## src/shared/otcpu_params.svh

```systemverilog
// constants for the instruction length and cycle sequencer
// assumes one core clock per execution cycle and a byte-wide code port
`ifndef OTCPU_PARAMS_SVH
`define OTCPU_PARAMS_SVH

// program counter start and step
`define OTCPU_PC_RESET 16'h0000
`define OTCPU_PC_STEP 16'h0001

// cycle counter values
`define OTCPU_CNT_ZERO 3'h0
`define OTCPU_CNT_ONE 3'h1

// packed timing words: {byte count[1:0], cycle count[2:0]}
`define OTCPU_T_B1_C1 5'h09
`define OTCPU_T_B1_C2 5'h0a
`define OTCPU_T_B1_C3 5'h0b
`define OTCPU_T_B1_C4 5'h0c
`define OTCPU_T_B2_C2 5'h12
`define OTCPU_T_B2_C3 5'h13
`define OTCPU_T_B2_C4 5'h14
`define OTCPU_T_B3_C3 5'h1b
`define OTCPU_T_B3_C4 5'h1c
// no timing exists for the unsupported external transfers
`define OTCPU_T_NONE 5'h00

`endif

```

## src/shared/otcpu_pkg.sv

```systemverilog
// types for the instruction length and cycle sequencer
// assumes the classifier outside maps each opcode byte onto one form
package otcpu_pkg;

  // operand forms whose length and timing the sequencer knows
  typedef enum logic [5:0] {
    OTCPU_F_MOV_A_BANK,
    OTCPU_F_MOV_A_DIR,
    OTCPU_F_MOV_A_IND,
    OTCPU_F_MOV_A_IMM,
    OTCPU_F_MOV_BANK_IMM,
    OTCPU_F_MOV_BANK_A,
    OTCPU_F_MOV_BANK_DIR,
    OTCPU_F_MOV_DIR_A,
    OTCPU_F_MOV_DIR_BANK,
    OTCPU_F_MOV_DIR_IMM,
    OTCPU_F_MOV_DIR_DIR,
    OTCPU_F_MOV_DIR_IND,
    OTCPU_F_MOV_IND_A,
    OTCPU_F_MOV_IND_DIR,
    OTCPU_F_MOV_IND_IMM,
    OTCPU_F_LOAD_DATA_POINTER,
    OTCPU_F_CODE_BYTE_READ_DP,
    OTCPU_F_CODE_BYTE_READ_PC,
    OTCPU_F_AUX_RD_8,
    OTCPU_F_AUX_RD_16,
    OTCPU_F_AUX_WR_8,
    OTCPU_F_AUX_WR_16,
    OTCPU_F_AUX_EXTERNAL,
    OTCPU_F_PUSH,
    OTCPU_F_POP,
    OTCPU_F_XCH_BANK,
    OTCPU_F_XCH_DIR,
    OTCPU_F_XCH_IND,
    OTCPU_F_LOW_NIBBLE_EXCHANGE,
    OTCPU_F_ALU_BANK,
    OTCPU_F_ALU_DIR,
    OTCPU_F_ALU_IND,
    OTCPU_F_ALU_IMM,
    OTCPU_F_LOGIC_DIR_A,
    OTCPU_F_LOGIC_DIR_IMM,
    OTCPU_F_CLR_A,
    OTCPU_F_ROTATE,
    OTCPU_F_SWAP,
    OTCPU_F_CPL_A
  } otcpu_form_e;

  // length and execution time of one instruction
  typedef struct packed {
    logic [1:0] byte_count;
    logic [2:0] cycle_count;
  } otcpu_timing_s;

  // instruction as fetched, handed to the datapath
  typedef struct packed {
    otcpu_form_e form;
    logic [7:0] opcode;
    logic [7:0] operand1;
    logic [7:0] operand2;
  } otcpu_insn_s;

  // sequencer states
  typedef enum logic {
    OTCPU_ST_OPCODE,
    OTCPU_ST_EXEC
  } otcpu_state_e;

endpackage

```

## src/logic/otcpu_timing_seq.sv

```systemverilog
// instruction fetch and execution-cycle sequencer of the single-cycle core
// assumes code memory answers code_byte combinationally for code_addr, same clock
// What this block does
// - copy bank register to accumulator: one byte, one cycle
// - accumulator load from direct byte: two bytes, two cycles
// - accumulator load through indirect pointer: one byte, two cycles
// - immediate load to accumulator or bank register: two bytes, two cycles
// - accumulator to bank register: one byte, two cycles
// - direct byte to bank register: two bytes, four cycles
// - store register or accumulator to direct: 2/3; immediate to direct: 3/3
// - direct to direct 3 bytes 4 cycles; indirect to direct 2/4
// - indirect writes take 3 cycles; accumulator 1 byte, others 2
// - data pointer immediate load: three bytes, three cycles
// - code byte read indexed by accumulator: one byte, four cycles
// - on-chip aux RAM transfers, 8 or 16-bit address: one byte, three cycles
// - aux RAM transfers to external RAM are unsupported, no timing
// - push direct 2 bytes 4 cycles; pop direct 2 bytes 3 cycles
// - exchange bank 1/3, direct 2/4, indirect and low nibble 1/4
// - add with or without carry: bank 1/2, direct 2/3, indirect 1/3, immediate 2/2
// - subtract with borrow: same lengths and cycles as add
// - and, or, xor as add; direct destination 4 cycles, 2 or 3 bytes
// - clear, rotates, swap one byte one cycle; complement two cycles
`timescale 1ns/100ps
`include "otcpu_params.svh"

module otcpu_timing_seq (
  input wire logic ref_clk,
  input wire logic rst,
  output logic [15:0] code_addr,
  input wire logic [7:0] code_byte,
  input wire otcpu_pkg::otcpu_form_e form_in,
  output otcpu_pkg::otcpu_insn_s insn,
  output otcpu_pkg::otcpu_timing_s insn_timing,
  output logic [2:0] exec_cycle,
  output logic insn_done,
  output logic unsupported
);
  import otcpu_pkg::*;

  // length and timing of each operand form
  function automatic otcpu_timing_s timing_of(input otcpu_form_e f);
    otcpu_timing_s t;
    t = otcpu_timing_s'(`OTCPU_T_NONE);
    // default covers enum codes past the list; they must not be driven
    case (f)

      // loads into the accumulator
      OTCPU_F_MOV_A_BANK: begin
        t = otcpu_timing_s'(`OTCPU_T_B1_C1);
      end
      OTCPU_F_MOV_A_DIR: begin
        t = otcpu_timing_s'(`OTCPU_T_B2_C2);
      end
      OTCPU_F_MOV_A_IND: begin
        t = otcpu_timing_s'(`OTCPU_T_B1_C2);
      end
      OTCPU_F_MOV_A_IMM: begin
        t = otcpu_timing_s'(`OTCPU_T_B2_C2);
      end

      // loads into a bank register
      OTCPU_F_MOV_BANK_IMM: begin
        t = otcpu_timing_s'(`OTCPU_T_B2_C2);
      end
      OTCPU_F_MOV_BANK_A: begin
        t = otcpu_timing_s'(`OTCPU_T_B1_C2);
      end
      OTCPU_F_MOV_BANK_DIR: begin
        t = otcpu_timing_s'(`OTCPU_T_B2_C4);
      end

      // stores to a directly addressed byte
      OTCPU_F_MOV_DIR_A: begin
        t = otcpu_timing_s'(`OTCPU_T_B2_C3);
      end
      OTCPU_F_MOV_DIR_BANK: begin
        t = otcpu_timing_s'(`OTCPU_T_B2_C3);
      end
      OTCPU_F_MOV_DIR_IMM: begin
        t = otcpu_timing_s'(`OTCPU_T_B3_C3);
      end
      OTCPU_F_MOV_DIR_DIR: begin
        t = otcpu_timing_s'(`OTCPU_T_B3_C4);
      end
      OTCPU_F_MOV_DIR_IND: begin
        t = otcpu_timing_s'(`OTCPU_T_B2_C4);
      end

      // stores through the indirect pointer register
      OTCPU_F_MOV_IND_A: begin
        t = otcpu_timing_s'(`OTCPU_T_B1_C3);
      end
      OTCPU_F_MOV_IND_DIR: begin
        t = otcpu_timing_s'(`OTCPU_T_B2_C3);
      end
      OTCPU_F_MOV_IND_IMM: begin
        t = otcpu_timing_s'(`OTCPU_T_B2_C3);
      end

      // sixteen-bit data pointer load
      OTCPU_F_LOAD_DATA_POINTER: begin
        t = otcpu_timing_s'(`OTCPU_T_B3_C3);
      end

      // code byte reads indexed by the accumulator
      OTCPU_F_CODE_BYTE_READ_DP: begin
        t = otcpu_timing_s'(`OTCPU_T_B1_C4);
      end
      OTCPU_F_CODE_BYTE_READ_PC: begin
        t = otcpu_timing_s'(`OTCPU_T_B1_C4);
      end

      // aux ram transfers: only the on-chip ram has a timing
      // the external form gets the zero word and is refused by the sequencer
      OTCPU_F_AUX_RD_8: begin
        t = otcpu_timing_s'(`OTCPU_T_B1_C3);
      end
      OTCPU_F_AUX_RD_16: begin
        t = otcpu_timing_s'(`OTCPU_T_B1_C3);
      end
      OTCPU_F_AUX_WR_8: begin
        t = otcpu_timing_s'(`OTCPU_T_B1_C3);
      end
      OTCPU_F_AUX_WR_16: begin
        t = otcpu_timing_s'(`OTCPU_T_B1_C3);
      end
      OTCPU_F_AUX_EXTERNAL: begin
        t = otcpu_timing_s'(`OTCPU_T_NONE);
      end

      // stack transfers
      OTCPU_F_PUSH: begin
        t = otcpu_timing_s'(`OTCPU_T_B2_C4);
      end
      OTCPU_F_POP: begin
        t = otcpu_timing_s'(`OTCPU_T_B2_C3);
      end

      // exchanges with the accumulator
      OTCPU_F_XCH_BANK: begin
        t = otcpu_timing_s'(`OTCPU_T_B1_C3);
      end
      OTCPU_F_XCH_DIR: begin
        t = otcpu_timing_s'(`OTCPU_T_B2_C4);
      end
      OTCPU_F_XCH_IND: begin
        t = otcpu_timing_s'(`OTCPU_T_B1_C4);
      end
      OTCPU_F_LOW_NIBBLE_EXCHANGE: begin
        t = otcpu_timing_s'(`OTCPU_T_B1_C4);
      end

      // add, add_with_carry, subtract_with_borrow and the three logic ops share these
      // one form per operand kind keeps the classifier outside small
      OTCPU_F_ALU_BANK: begin
        t = otcpu_timing_s'(`OTCPU_T_B1_C2);
      end
      OTCPU_F_ALU_DIR: begin
        t = otcpu_timing_s'(`OTCPU_T_B2_C3);
      end
      OTCPU_F_ALU_IND: begin
        t = otcpu_timing_s'(`OTCPU_T_B1_C3);
      end
      OTCPU_F_ALU_IMM: begin
        t = otcpu_timing_s'(`OTCPU_T_B2_C2);
      end

      // logic ops with a direct byte as destination
      OTCPU_F_LOGIC_DIR_A: begin
        t = otcpu_timing_s'(`OTCPU_T_B2_C4);
      end
      OTCPU_F_LOGIC_DIR_IMM: begin
        t = otcpu_timing_s'(`OTCPU_T_B3_C4);
      end

      // accumulator-only operations
      OTCPU_F_CLR_A: begin
        t = otcpu_timing_s'(`OTCPU_T_B1_C1);
      end
      OTCPU_F_ROTATE: begin
        t = otcpu_timing_s'(`OTCPU_T_B1_C1);
      end
      OTCPU_F_SWAP: begin
        t = otcpu_timing_s'(`OTCPU_T_B1_C1);
      end
      OTCPU_F_CPL_A: begin
        t = otcpu_timing_s'(`OTCPU_T_B1_C2);
      end

      default: begin
        t = otcpu_timing_s'(`OTCPU_T_NONE);
      end
    endcase

    // zero timing marks the refused external transfer
    return t;
  endfunction

  // sequencer state, program counter and captured instruction
  otcpu_state_e state_q;
  logic [15:0] pc_q;
  logic [2:0] cnt_q;
  otcpu_insn_s insn_q;
  otcpu_timing_s tim_q;
  logic done_q;
  logic unsup_q;
  // combinational decode of the byte on the code port
  otcpu_timing_s new_tim;
  logic new_ext;
  logic last_exec;
  logic fetch_opnd;

  // decode of the opcode cycle and of the running instruction
  assign new_tim = timing_of(form_in);
  assign new_ext = (form_in == OTCPU_F_AUX_EXTERNAL);
  // compare against cycles minus one so the counter never wraps
  assign last_exec = (cnt_q == (tim_q.cycle_count - `OTCPU_CNT_ONE));
  assign fetch_opnd = (cnt_q < {1'b0, tim_q.byte_count});

  // state and cycle counter, one step per core clock, never prescaled
  always_ff @(posedge ref_clk or posedge rst) begin
    if (rst) begin
      state_q <= OTCPU_ST_OPCODE;
      cnt_q <= `OTCPU_CNT_ZERO;
    end else begin
      case (state_q)
        OTCPU_ST_OPCODE: begin
          // single-cycle forms and the refused external transfer stay here
          if (!new_ext && (new_tim.cycle_count != `OTCPU_CNT_ONE)) begin
            state_q <= OTCPU_ST_EXEC;
            cnt_q <= `OTCPU_CNT_ONE;
          end
        end
        OTCPU_ST_EXEC: begin
          // count up to the last execution cycle, then back to an opcode fetch
          if (last_exec) begin
            state_q <= OTCPU_ST_OPCODE;
            cnt_q <= `OTCPU_CNT_ZERO;
          end else begin
            cnt_q <= cnt_q + `OTCPU_CNT_ONE;
          end
        end
        default: begin
          state_q <= OTCPU_ST_OPCODE;
          cnt_q <= `OTCPU_CNT_ZERO;
        end
      endcase
    end
  end

  // program counter: one step per byte fetched, opcode first
  // forms with more cycles than bytes hold pc while they finish
  always_ff @(posedge ref_clk or posedge rst) begin
    if (rst) begin
      pc_q <= `OTCPU_PC_RESET;
    end else if (state_q == OTCPU_ST_OPCODE || fetch_opnd) begin
      pc_q <= pc_q + `OTCPU_PC_STEP;
    end
  end

  // instruction bytes land in ascending order
  always_ff @(posedge ref_clk or posedge rst) begin
    if (rst) begin
      insn_q <= '0;
      tim_q <= otcpu_timing_s'(`OTCPU_T_NONE);
    end else if (state_q == OTCPU_ST_OPCODE) begin
      insn_q.form <= form_in;
      insn_q.opcode <= code_byte;
      insn_q.operand1 <= 8'h00;
      insn_q.operand2 <= 8'h00;
      tim_q <= new_tim;
    end else if (fetch_opnd) begin
      // stale operands cleared at opcode time so short forms show zeros
      if (cnt_q == `OTCPU_CNT_ONE) begin
        insn_q.operand1 <= code_byte;
      end else begin
        insn_q.operand2 <= code_byte;
      end
    end
  end

  // completion and refusal pulses, one cycle after the deciding cycle
  // refusal never raises done, so software sees exactly one of the two
  always_ff @(posedge ref_clk or posedge rst) begin
    if (rst) begin
      done_q <= 1'b0;
      unsup_q <= 1'b0;
    end else if (state_q == OTCPU_ST_OPCODE) begin
      done_q <= !new_ext && (new_tim.cycle_count == `OTCPU_CNT_ONE);
      unsup_q <= new_ext;
    end else begin
      done_q <= last_exec;
      unsup_q <= 1'b0;
    end
  end

  // every output comes straight from a flip-flop
  assign code_addr = pc_q;
  assign insn = insn_q;
  assign insn_timing = tim_q;
  assign exec_cycle = cnt_q;
  assign insn_done = done_q;
  assign unsupported = unsup_q;
endmodule

```

## config.mk

```make
export PLATFORM = sky130hd
export DESIGN_NAME = otcpu_timing_seq
export DESIGN_NICKNAME = d
export VERILOG_FILES = /design/src/shared/otcpu_pkg.sv /design/src/logic/otcpu_timing_seq.sv
export VERILOG_INCLUDE_DIRS = /design/src /design/src/shared
export SDC_FILE = /design/constraint.sdc
export NUM_CORES = 1
export LEC_CHECK = 0
export BUFFER_PORTS_ARGS = -buffer_cell sky130_fd_sc_hd__buf_2
export CORE_ASPECT_RATIO = 1.4
export CORE_MARGIN = 5
export CORE_UTILIZATION = 53
export CTS_BUF_LIST = sky130_fd_sc_hd__clkbuf_16
export CTS_CLUSTER_SIZE = 16
export DETAILED_ROUTE_END_ITERATION = 7
export PLACE_DENSITY = 0.9
export SETUP_SLACK_MARGIN = 0.02
export SLEW_MARGIN = 20
export SYNTH_ARGS = -nofsm -noshare
export SYNTH_HDL_FRONTEND = slang
export SYNTH_SLANG_ARGS = --single-unit
```

## constraint.sdc

```tcl
create_clock -name ref_clk -period 2.36 [get_ports ref_clk]
set_clock_uncertainty 0.15 [all_clocks]
set_input_delay 0.118 -clock ref_clk [delete_from_list [all_inputs] [get_ports ref_clk]]
set_output_delay 0.118 -clock ref_clk [all_outputs]
set_load 0.01 [all_outputs]
```

Word-level counts from Yosys, hierarchy flattened

Memories as Yosys holds them, arrays and structs flattened.
Index checks and enable logic that the tools add are counted.

Add/subtract/negate cells: 3
Multipliers: 0
Divide/modulo/power cells: 0
Order comparisons: 1
Equality and inequality tests: 9
Shift-type cells: 0
Muxes and demuxes: 12
Bitwise logic cells: 1
Reduce and logical (&&, ||, !) cells: 6

Operators by type and width:

| kind                                             | number |
|---|---|
| two-way mux 16 bit                               | 2 |
| adder 16 x 1 -> 16 bit, second input constant    | 1 |
| two-way mux 8 bit                                | 2 |
| == test 3 x 1 -> 1 bit, second input constant    | 2 |
| == test 6 x 5 -> 1 bit, second input constant    | 1 |
| two-way mux 3 bit                                | 2 |
| case mux 3 bit (2 select lines)                  | 1 |
| two-way mux 1 bit                                | 4 |
| != test 2 x 1 -> 1 bit, second input constant    | 2 |
| != test 2 bit, second input constant             | 2 |
| AND reduction 2 bit                              | 2 |
| adder 3 x 1 -> 3 bit, second input constant      | 1 |
| == test 3 bit                                    | 1 |
| < comparator 3 x 2 -> 1 bit                      | 1 |
| != test 3 x 1 -> 1 bit, second input constant    | 1 |
| subtractor 3 x 1 -> 3 bit, second input constant | 1 |
| logical AND 1 bit                                | 2 |
| case mux 1 bit (2 select lines)                  | 1 |
| logical NOT 1 bit                                | 1 |
| logical OR 1 bit                                 | 1 |
| NOT 1 bit                                        | 1 |

Flip-flop bits (word level): 57
Latch bits: 0
RAM bits: 0
Memory bits (read-only): 320
Input port bits: 16
Output and inout bits: 56
Logic and storage cells: 44
Memories kept: 1

Memory list:

| name            | depth | bits a word | read ports | clocked after memory_dff | wr ports | RTL line               | RTL |
|---|---|---|---|---|---|---|---|
| (no name shown) | 64    | 5           | 1          | 0                        | 0        | otcpu_timing_seq.sv:45 | `case (f)` |

Longest topological paths before layout

Gate-level depths: netlist of run 1.

Word-level depth: 5
Gate-level depth with buffers: 8
Depth with buffers taken out: 7

Worst setup path before layout of run 1

Ideal clock, no wire load.

Kind: reg-to-reg
Start point: reg cnt_q[1], in the netlist exec_cycle[1]
End point: reg pc_q[12], in the netlist code_addr[12]
Library setup time: 0.126 ns
Arrival time: 1.773 ns
Required time: 2.084 ns
Path slack: 0.311 ns
Stages on the path, launching flop included: 6
Path buffers: 0
Clock period less this slack: 2.049 ns
Cells stage by stage: dfrtp_1 > ha_1 > a211o_4 > a2111oi_4 > nand2_1 > xnor2_1

Cells in the longest elaborated chain, start to end: 2

Ends and longest elaborated chain:

| element                     | RTL line                | RTL |
|---|---|---|
| from (decl)                 | otcpu_timing_seq.sv:202 | `logic [2:0] cnt_q;` |
| from (signal assigned)      | otcpu_timing_seq.sv:224 | `` cnt_q <= `OTCPU_CNT_ZERO; `` |
| from (signal assigned)      | otcpu_timing_seq.sv:231 | `` cnt_q <= `OTCPU_CNT_ONE; `` |
| from (signal assigned)      | otcpu_timing_seq.sv:238 | `` cnt_q <= `OTCPU_CNT_ZERO; `` |
| < comparator 3 x 2 -> 1 bit | otcpu_timing_seq.sv:218 | `assign fetch_opnd = (cnt_q < {1'b0, tim_q.byte_count});` |
| logical OR 1 bit            | otcpu_timing_seq.sv:256 | `end else if (state_q == OTCPU_ST_OPCODE \|\| fetch_opnd) begin` |
| to (signal assigned)        | otcpu_timing_seq.sv:255 | `` pc_q <= `OTCPU_PC_RESET; `` |
| to (signal assigned)        | otcpu_timing_seq.sv:257 | `` pc_q <= pc_q + `OTCPU_PC_STEP; `` |
| to (decl)                   | otcpu_timing_seq.sv:201 | `logic [15:0] pc_q;` |

Every way passes these cells.
A chain may end at the register's enable or synchronous reset.

Worst setup path in the final report of run 1

Start point: reg cnt_q[1], in the netlist exec_cycle[1]
End point: reg pc_q[10], in the netlist code_addr[10]

Same word-level chain as after synthesis.

==> results of run 1 <==
[worst max-delay path, cell delays in order, from the launching register on]
cell	delay, ns
dfrtp_1	0.43
ha_1	0.31
a211o_4	0.37
a2111oi_4	0.49
nand3_2	0.13
xnor2_1	0.15
[worst paths after layout]
check                            endpoint  slack [ns]
setup / recovery            code_addr[10]        0.20
hold / removal                   insn[28]        0.03
setup reg to reg            code_addr[10]        0.20
hold reg to reg                  insn[24]        0.33
max in group asynchronous  insn_timing[4]        1.22
min in group asynchronous         insn[1]        0.39
[logic make-up (layout without fill, tap and decap cells)]
group / Yosys count / count (layout) / synth area share
compound gates: 39 / 39 / 0.101
buf+inv: 24 / 113 / 0.0330
simple gates: 75 / 75 / 0.131
fa+ha+maj: 16 / 16 / 0.0677
mux: 33 / 33 / 0.117
flops: 57 / 57 / 0.483
xor+xnor: 21 / 21 / 0.0669
[Yosys cell counts, types with 2 or more instances]
cell type | n | area share
a21oi_1 | 8 | 0.014
inv_1 | 12 | 0.015
buf_1 | 2 | 0.0025
and3_1 | 4 | 0.0085
and4_1 | 2 | 0.0059
o21ai_0 | 5 | 0.0085
mux2i_1 | 20 | 0.068
nand3_1 | 8 | 0.014
nand3b_1 | 2 | 0.0051
a21o_1 | 3 | 0.0076
nor2_1 | 22 | 0.028
xor2_1 | 8 | 0.024
ha_1 | 16 | 0.068
buf_2 | 6 | 0.010
mux2_2 | 13 | 0.050
dfrtp_1 | 57 | 0.48
nand4_1 | 3 | 0.0064
nand2b_1 | 3 | 0.0064
nor3_1 | 2 | 0.0034
a211oi_1 | 4 | 0.010
or2_2 | 2 | 0.0042
xnor2_1 | 12 | 0.036
nand2_1 | 18 | 0.023
clkbuf_1 | 4 | 0.0051
o31ai_1 | 3 | 0.0076
a31oi_1 | 4 | 0.0085
[power by group]
group	switching [mW]	internal, mW	total, mW
logic	1.13	0.982	2.12
registers	0.325	1.37	1.69
clock network	0.433	0.910	1.34
[layer usage]
layer  up-vias  global-route usage  routed length (um)
met5         -                   0                   0
met2        64               0.365                3920
met3        10              0.0659                 422
met4         0              0.0838                 122
met1      1117               0.235                2650
li1       1098                   -                   -
[sequential cells by signal, summed over array words and instances, names as in the netlist]
register	count
unsupported	1
state_q	1
exec_cycle	3
insn_done	1
code_addr	16
insn_timing	5
insn	30
[cell type report]
cell class                 count  share of cell area
inverter                      12              0.0119
tap                           68              0.0224
timing repair buffer          85               0.131
clock inverter                 7              0.0224
multi-input combinational    184               0.377
sequential                    57               0.376
clock buffer                   9              0.0593
==> summary.md, run 1 <==
| Metric | Value |
|---|---|
| Top Ports | 72 |
| R2R cell count | 5 |
| Initial Utilization | 0.539 |
| Clk Latency, worst-skew pair | 0.32 ns |
| Core Rows | 32 |
| Die height | a little under 100 um |
| Synth Flop Type | dfrtp_1 |
| Leak | 1.94 nW |
| Combined area of the multi-input logic cells | around 1400 um^2 |
| Synth Instances | about 270 |
| Min-delay src | form_in[4] |
| Buffers on Ports | 71 |
| Final Hold Viols | 0 |
| Antenna Cells | 0 |
| Worst setup margin | 0.202 ns |
| Setup Viol. Count Final | 0 |
| Overall power | 5.15 mW |
| Most frequent cells in the layout | 71 x buf_2, 57 x dfrtp_1, 22 x nor2_1 |
| Post-synth ARST share | 1.00 |
| Routability Congestion | about 0.93 |
| Die area | 7190 um^2 |
| Post-route setup TNS | 0 ns |
| Library cells used by synthesis | 48 |
| Max clock buf depth | 2 |
| Yosys warns | 0 |
| Final instance count without filler cells | 422 |
| Layout Nets | 381 |
| Worst-Margin Slew | approximately 0.69 ns |
| Worst r2r src | exec_cycle[1] |
| Placed cells | 396 |
| CP endpoint kind | flip-flop |
| Finished Core Util | 0.692 |
| Mean Syn Cell Area | 11.2 um^2 |
| Finished Cell Area | 3800 um^2 |
| Mapped Nets | 297 |
| Setup crit start kind | flip-flop |
| Min Hold Slack | 0.0276 ns |
| Data arrival time of the critical path | 2.21 ns |
| Type of the worst setup path | reg2reg |
| CTS tree | yes |
| Cts hold-fix bufs | 10 |
| Commonest non-fill, non-tap cell in the layout | buf_2 |
| Pre-CTS WS | 0.241 ns |
| Relative slew margins | 0.541 |
| CTS H-tree depth | 3 |
| Largest net degree at the start of global routing | slightly below 60 |
| DP Area | 3390 um^2 |
| Setup bufs post-CTS | 0 |
| TritonRoute pass-1 iters | 4 |
| CP Launch Point | exec_cycle[1] |
| Wirelength per Cell | 16.8 um |
| Share of post-route cells with drive strength above 1 | 0.316 |
| Status | completed |
| Number of fill cells | 373 |
| Iter 0 DRT Violations | 198 |
| # Max-Cap Violations | 0 |
| Synth Register Bits | 57 |
| Root buf cell | clkbuf_16 |
| Max Clock Freq | 0.463 GHz |
| Initial antenna violation count | 0 |
| Max-slew violations | 0 |
| Mapped Area | a little under 3000 um^2 |
| Final Cycle Share | 0.914 |
| Post-CTS resize count | 0 |
| Critical Path Fanout Max | 6 |
| Seq/Total Area, Yosys | 0.483 |
| Worst Path Required | 2.41 ns |
| DR vias | 2289 |
| Final ANT Viol Nets | 0 |
| TritonCTS Buffers | 9 |
| Area growth syn-to-layout | 28.5% |
| Clock-pin slew on the worst setup and hold paths | 0.05 ns |
| Final min period | 2.16 ns |
| RSZ-0062 raised after global routing | false |
| First-pass GRT wire length | 11700 um |
| Vias per cell | 5.42 |
| Hold Path Stages | 2 |
| Power per cell area | between 1000 and 1500 nW/um^2 |
| Vias in the first global route | between 2k and 2.5k |
| Grt total ovfl | 0 |
| Tot GR Track Use | 0.211 |
| HP Class | in2reg |
| Core area | ~5500 um^2 |
| Final HPWL DP | between 4000 and 5000 um |
| Register area | 1430 um^2 |
| Post-synth EDFFs | 0 |
| Peak VDD IR | around 530 uV |
| Clock Sinks | 57 |
| Detailed Route WL | 7110 um |
| Die W | about 73 um |
| Remaining DRCs | 0 |
No activity file was read; power rests on OpenSTA's default activity.
==> inputs of run 2 (changes only) <==
--- a/config.mk
+++ b/config.mk
@@ -7,7 +7,7 @@
 export NUM_CORES = 1
 export LEC_CHECK = 0
 export BUFFER_PORTS_ARGS = -buffer_cell sky130_fd_sc_hd__buf_2
-export CORE_ASPECT_RATIO = 1.4
+export CORE_ASPECT_RATIO = 0.6
 export CORE_MARGIN = 5
 export CORE_UTILIZATION = 53
 export CTS_BUF_LIST = sky130_fd_sc_hd__clkbuf_16
==> summary.md, run 2 (synthesis gave the netlist of run 1 again) <==
| Metric | Value |
|---|---|
| Max clock buf depth | 2 |
| Largest register FFs | 30 |
| Worst-path cell chain | ha_1 > a211o_4 > a2111oi_4 > nand2_1 > xnor2_1 |
| Post-CTS resize count | 0 |
| Clock-pin slew on the worst setup and hold paths | 0.05 ns |
| CTS tree | yes |
| TritonCTS Buffers | 9 |
| Top delay family on crit path | compound AO/OA/AOI/OAI gates |
| Initial antenna violation count | 0 |
| Die W | ~110 um |
| Leak | 1.94 nW |
| RSZ-0062 raised after global routing | false |
| Peak VDD IR | 694 uV |
| Worst-Margin Slew | 0.549 ns |
| Sw Ratio | 0.386 |
| Placed cells | ~400 |
| HP Class | in2reg |
| Final min period | 2.19 ns |
| Final instance count without filler cells | 427 |
| Final HPWL DP | 5150 um |
| Initial Utilization | 0.538 |
| Highest signal layer in the routed design | met4 |
| Slowest stage cell, crit path | a2111oi_4 |
| Die area | 7220 um^2 |
| Max Clock Freq | 0.456 GHz |
| Max-slew violations | 0 |
| Layout Nets | 385 |
| # Max-Cap Violations | 0 |
| Final Hold Viols | 0 |
| Setup Viol. Count Final | 0 |
| CP peak stage delay | 0.54 ns |
| Die height | 67.8 um |
| Finished Cell Area | 3800 um^2 |
| Internal power | about 3.1 mW |
| Most frequent cells in the layout | 71 x buf_2, 57 x dfrtp_1, 22 x nor2_1 |
| DP Area | approximately 3400 um^2 |
| Commonest non-fill, non-tap cell in the layout | buf_2 |
| Vias in the first global route | roughly 2.3k |
| Power per cell area | 1320 nW/um^2 |
| Grt total ovfl | 0 |
| Type of the worst setup path | reg2reg |
| Sequential power share | 0.332 |
| Largest net degree at the start of global routing | 35 |
| Top Ports | 72 |
| Final Cycle Share | 0.929 |
| Wirelength per Cell | 17.4 um |
| Relative slew margins | 0.634 |
| Data arrival time of the critical path | 2.25 ns |
| Finished Core Util | 0.692 |
| Setup crit start kind | flip-flop |
| Core Rows | 21 |
| Clk pwr share | 0.230 |
| Core area | 5490 um^2 |
| P_sw | 1.94 mW |
| Clk Latency, worst-skew pair | 0.32 ns |
| Critical Path Fanout Max | 6 |
| Vias per cell | 5.60 |
| Status | completed |
| Root buf cell | clkbuf_16 |
| Metal3 WL | 501 um |
| Worst setup margin | 0.167 ns |
| DR WL met2 | 3340 um |
| Buffers on Ports | a little over 70 |
| Setup bufs post-CTS | 0 |
| Iter 0 DRT Violations | 192 |
| TritonRoute pass-1 iters | 4 |
| Remaining DRCs | 0 |
| First-pass GRT wire length | 11900 um |
| Post-route setup TNS | 0 ns |
| Worst Path Required | 2.41 ns |
| Detailed Route WL | between 7000 and 8000 um |
| Buffers & Inverters on Critical Path | 0 |
| CP endpoint kind | flip-flop |
| Routability Congestion | approximately 0.9 |
| Area growth syn-to-layout | 28.7% |
| Pre-CTS WS | 0.198 ns |
| Final ANT Viol Nets | 0 |
| Tot GR Track Use | 0.218 |
| Share of post-route cells with drive strength above 1 | 0.330 |
| Wire length on met1 | 3430 um |
| DR vias | 2392 |
| Gate power share | 0.438 |
| Clock Sinks | 57 |
| CTS H-tree depth | 3 |
| Antenna Cells | 0 |
## run 2: layout make-up
class                      count  area, um^2
inverter                      12        45.0
fill                         390        1690
tap                           69        86.3
sequential                    57        1430
multi-input combinational    184        1430
clock inverter                 7        47.5
clock buffer                   9         225
timing repair buffer          89         541
## run 2: worst paths after layout
path / from / to / slack (ns) / depth (start not counted)
setup / recovery: exec_cycle[1] / code_addr[14] / 0.17 / 5
setup reg to reg: exec_cycle[1] / code_addr[14] / 0.17 / 5
max in group asynchronous: rst / insn[28] / 1.25 / 4
hold / removal: form_in[5] / insn[29] / 0.03 / 2
min in group asynchronous: rst / insn[19] / 0.24 / 3
hold reg to reg: code_addr[15] / code_addr[15] / 0.32 / 1
## run 2: power groups by stage
stage / Sequential, mW / Combinational, mW / Clock (mW)
floorplan: 1.80 / 1.25 / 0
global placement: 1.65 / 2.09 / 0
detailed placement: 1.68 / 2.16 / 0
CTS: 1.67 / 2.20 / 1.17
global route: 1.72 / 2.40 / 1.22
finish: 1.67 / 2.21 / 1.16
## run 2: metal layers
metal | vias to the layer above | GRT usage
met5 | - | 0
met1 | 1147 | 0.299
met4 | 0 | 0.0985
li1 | 1109 | -
met2 | 120 | 0.334
met3 | 16 | 0.0528
## run 2: what timing repair did
item | 4_1_cts | 5_1_grt
hold endpoints to repair | 47 | 0
endpoints found under the setup margin | 0 | 0
hold buffers | 10 | 0
## run 2: worst reg2reg max path: stages, from the launching register on
cell and delay [ns]:
dfrtp_1 0.42, ha_1 0.31, a211o_4 0.37, a2111oi_4 0.54, nand2_1 0.14, xnor2_1 0.15
## run 2: stage by stage
stage               power [mW]  hold WS, ns
global placement          3.74       0.0329
global route              5.34       0.0205
finish                    5.03       0.0262
detailed placement        3.84       0.0426
floorplan                 3.05        0.119
CTS                       5.03     0.000668
==> inputs of run 3 (changes only) <==
--- a/config.mk
+++ b/config.mk
@@ -9,11 +9,11 @@
 export BUFFER_PORTS_ARGS = -buffer_cell sky130_fd_sc_hd__buf_2
 export CORE_ASPECT_RATIO = 0.6
 export CORE_MARGIN = 5
-export CORE_UTILIZATION = 53
+export CORE_UTILIZATION = 30
 export CTS_BUF_LIST = sky130_fd_sc_hd__clkbuf_16
 export CTS_CLUSTER_SIZE = 16
 export DETAILED_ROUTE_END_ITERATION = 7
-export PLACE_DENSITY = 0.9
+export PLACE_DENSITY = 0.61
 export SETUP_SLACK_MARGIN = 0.02
 export SLEW_MARGIN = 20
 export SYNTH_ARGS = -nofsm -noshare
==> summary.md, run 3 (synthesis gave the netlist of run 1 again) <==
| Metric | Value |
|---|---|
| Power per cell area | around 1300 nW/um^2 |
| Vias in the first global route | 2360 |
| Setup bufs post-CTS | 0 |
| Setup crit start kind | flip-flop |
| RSZ-0062 raised after global routing | false |
| Buffers on Ports | 71 |
| CP peak stage delay | about 0.47 ns |
| Top Ports | 72 |
| Core Rows | 28 |
| Worst-path cell chain | ha_1 > a211o_4 > a2111oi_4 > nand2_1 > xnor2_1 |
| Core area | a little under 10000 um^2 |
| DP Area | 3500 um^2 |
| Largest net degree at the start of global routing | 58 |
| Number of fill cells | 984 |
| Hold Path Stages | 3 |
| Max-slew violations | 0 |
| Final min period | 2.09 ns |
| Worst-Margin Slew | 0.593 ns |
| Vias per cell | 4.67 |
| Pre-CTS WS | roughly 0.26 ns |
| Die height | 86.9 um |
| First-pass GRT wire length | 12300 um |
| Initial antenna violation count | 0 |
| Area growth syn-to-layout | 30.0% |
| Detailed Route WL | 7360 um |
| Iter 0 DRT Violations | 116 |
| Clock-pin slew on the worst setup and hold paths | 0.05 ns |
| DR vias | 2292 |
| Slowest stage cell, crit path | a2111oi_4 |
| Tot GR Track Use | 0.130 |
| Most Crowded Layer GR | met2 |
| # Max-Cap Violations | 0 |
| CTS H-tree depth | 3 |
| Initial Utilization | 0.303 |
| Remaining DRCs | 0 |
| Critical Path Fanout Max | 6 |
| Post-route setup TNS | 0 ns |
| Data arrival time of the critical path | 2.14 ns |
| Antenna Cells | 0 |
| Wirelength per Cell | 15.0 um |
| R2R cell count | 5 |
| Final HPWL DP | 5370 um |
| Max clock buf depth | 2 |
| FF-to-FF setup slack | 0.27 ns |
| Worst r2r src | exec_cycle[1] |
| Setup Viol. Count Final | 0 |
| Commonest non-fill, non-tap cell in the layout | buf_2 |
| CP Launch Point | exec_cycle[1] |
| Final Cycle Share | 0.885 |
| Worst hold endpoint | insn[26] |
| FF-to-FF End | code_addr[12] |
| Global routing usage on met3 | 0.0614 |
| HP Class | in2reg |
| Overall power | 4.90 mW |
| Finished Cell Area | 3840 um^2 |
| Status | completed |
| Worst setup margin | 0.272 ns |
| Worst Path Required | 2.42 ns |
| Register area | between 1000 and 1500 um^2 |
| Largest register FFs | 30 |
| Max Clock Freq | around 0.48 GHz |
| TritonRoute pass-1 iters | 4 |
| Layout Nets | 384 |
| Type of the worst setup path | reg2reg |
| Clock Sinks | 57 |
| Min-delay src | form_in[2] |
| Die W | 138 um |
| Final ANT Viol Nets | 0 |
| Peak VDD IR | 680 uV |
| Die area | about 12000 um^2 |
| Leak | a little under 2 nW |
| TritonCTS Buffers | 9 |
| Min Hold Slack | 0.0296 ns |
| Routability Congestion | 0.839 |
| Combined area of the multi-input logic cells | 1430 um^2 |
| Grt total ovfl | 0 |
| Clk Latency, worst-skew pair | between 0.3 and 0.4 ns |
| Met2 Track Usage GR | 0.184 |
| Relative slew margins | 0.605 |
| Grt met1 use | 0.176 |
| Most frequent cells in the layout | 71 x buf_2, 57 x dfrtp_1, 22 x nor2_1 |
| CP endpoint kind | flip-flop |
| Root buf cell | clkbuf_16 |
| Share of post-route cells with drive strength above 1 | 0.323 |
| Final Hold Viols | 0 |
| CTS tree | yes |
[run 3: changes by cell type in the layout (fill, tap and decap cells not counted)]
cell,before,now
inv_1,11,12
clkinv_4,2,0
buf_4,6,7
clkinvlp_4,2,0
clkinv_1,0,1
dlygate4sd3_1,10,9
buf_12,2,1
clkinv_2,3,4
[run 3: power breakdown]
part | internal, mW | switching, mW
clock | 0.685 | 0.422
combinational | 0.991 | 1.13
sequential | 1.37 | 0.313
total | 3.04 | 1.86
[run 3: worst max-delay path by stage]
stage	to	slack, ns	cells past startpoint
after floorplan	code_addr[12]	0.31	5
after global placement	code_addr[12]	0.29	5
after detailed placement	code_addr[12]	0.26	5
after CTS	code_addr[12]	0.26	5
after global routing	code_addr[12]	0.15	6
final	code_addr[12]	0.27	5
[run 3: timing repair]
action                                 CTS  global route
resized for setup                        0             0
hold buffers                             9             0
endpoints found under the hold margin   81             0
[run 3: area by class of cell]
type                       instances  share of cell area
clock inverter                     6             0.00716
multi-input combinational        184               0.373
clock buffer                       9              0.0586
inverter                          12              0.0117
sequential                        57               0.371
tap                              135              0.0440
timing repair buffer              88               0.135
[run 3: worst max-delay path: cells and delay by family (launching register included)]
| kind | cells | cell delay, ns |
|---|---|---|
| fa+ha+maj | 1 | 0.30 |
| compound gates | 2 | 0.84 |
| flops | 1 | 0.42 |
| xor+xnor | 1 | 0.13 |
| simple gates | 1 | 0.12 |
[run 3: stage by stage]
stage / instances / utilization
CTS: 491 / 0.395
global route: 491 / 0.395
global placement: 467 / 0.359
detailed placement: 467 / 0.359
floorplan: 265 / -
finish: 491 / 0.395
[run 3: routing by layer]
metal  share of wire  vias up
li1                -     1103
met4          0.0083        0
met2            0.41       75
met3           0.076        9
met5               0        -
met1            0.51     1105
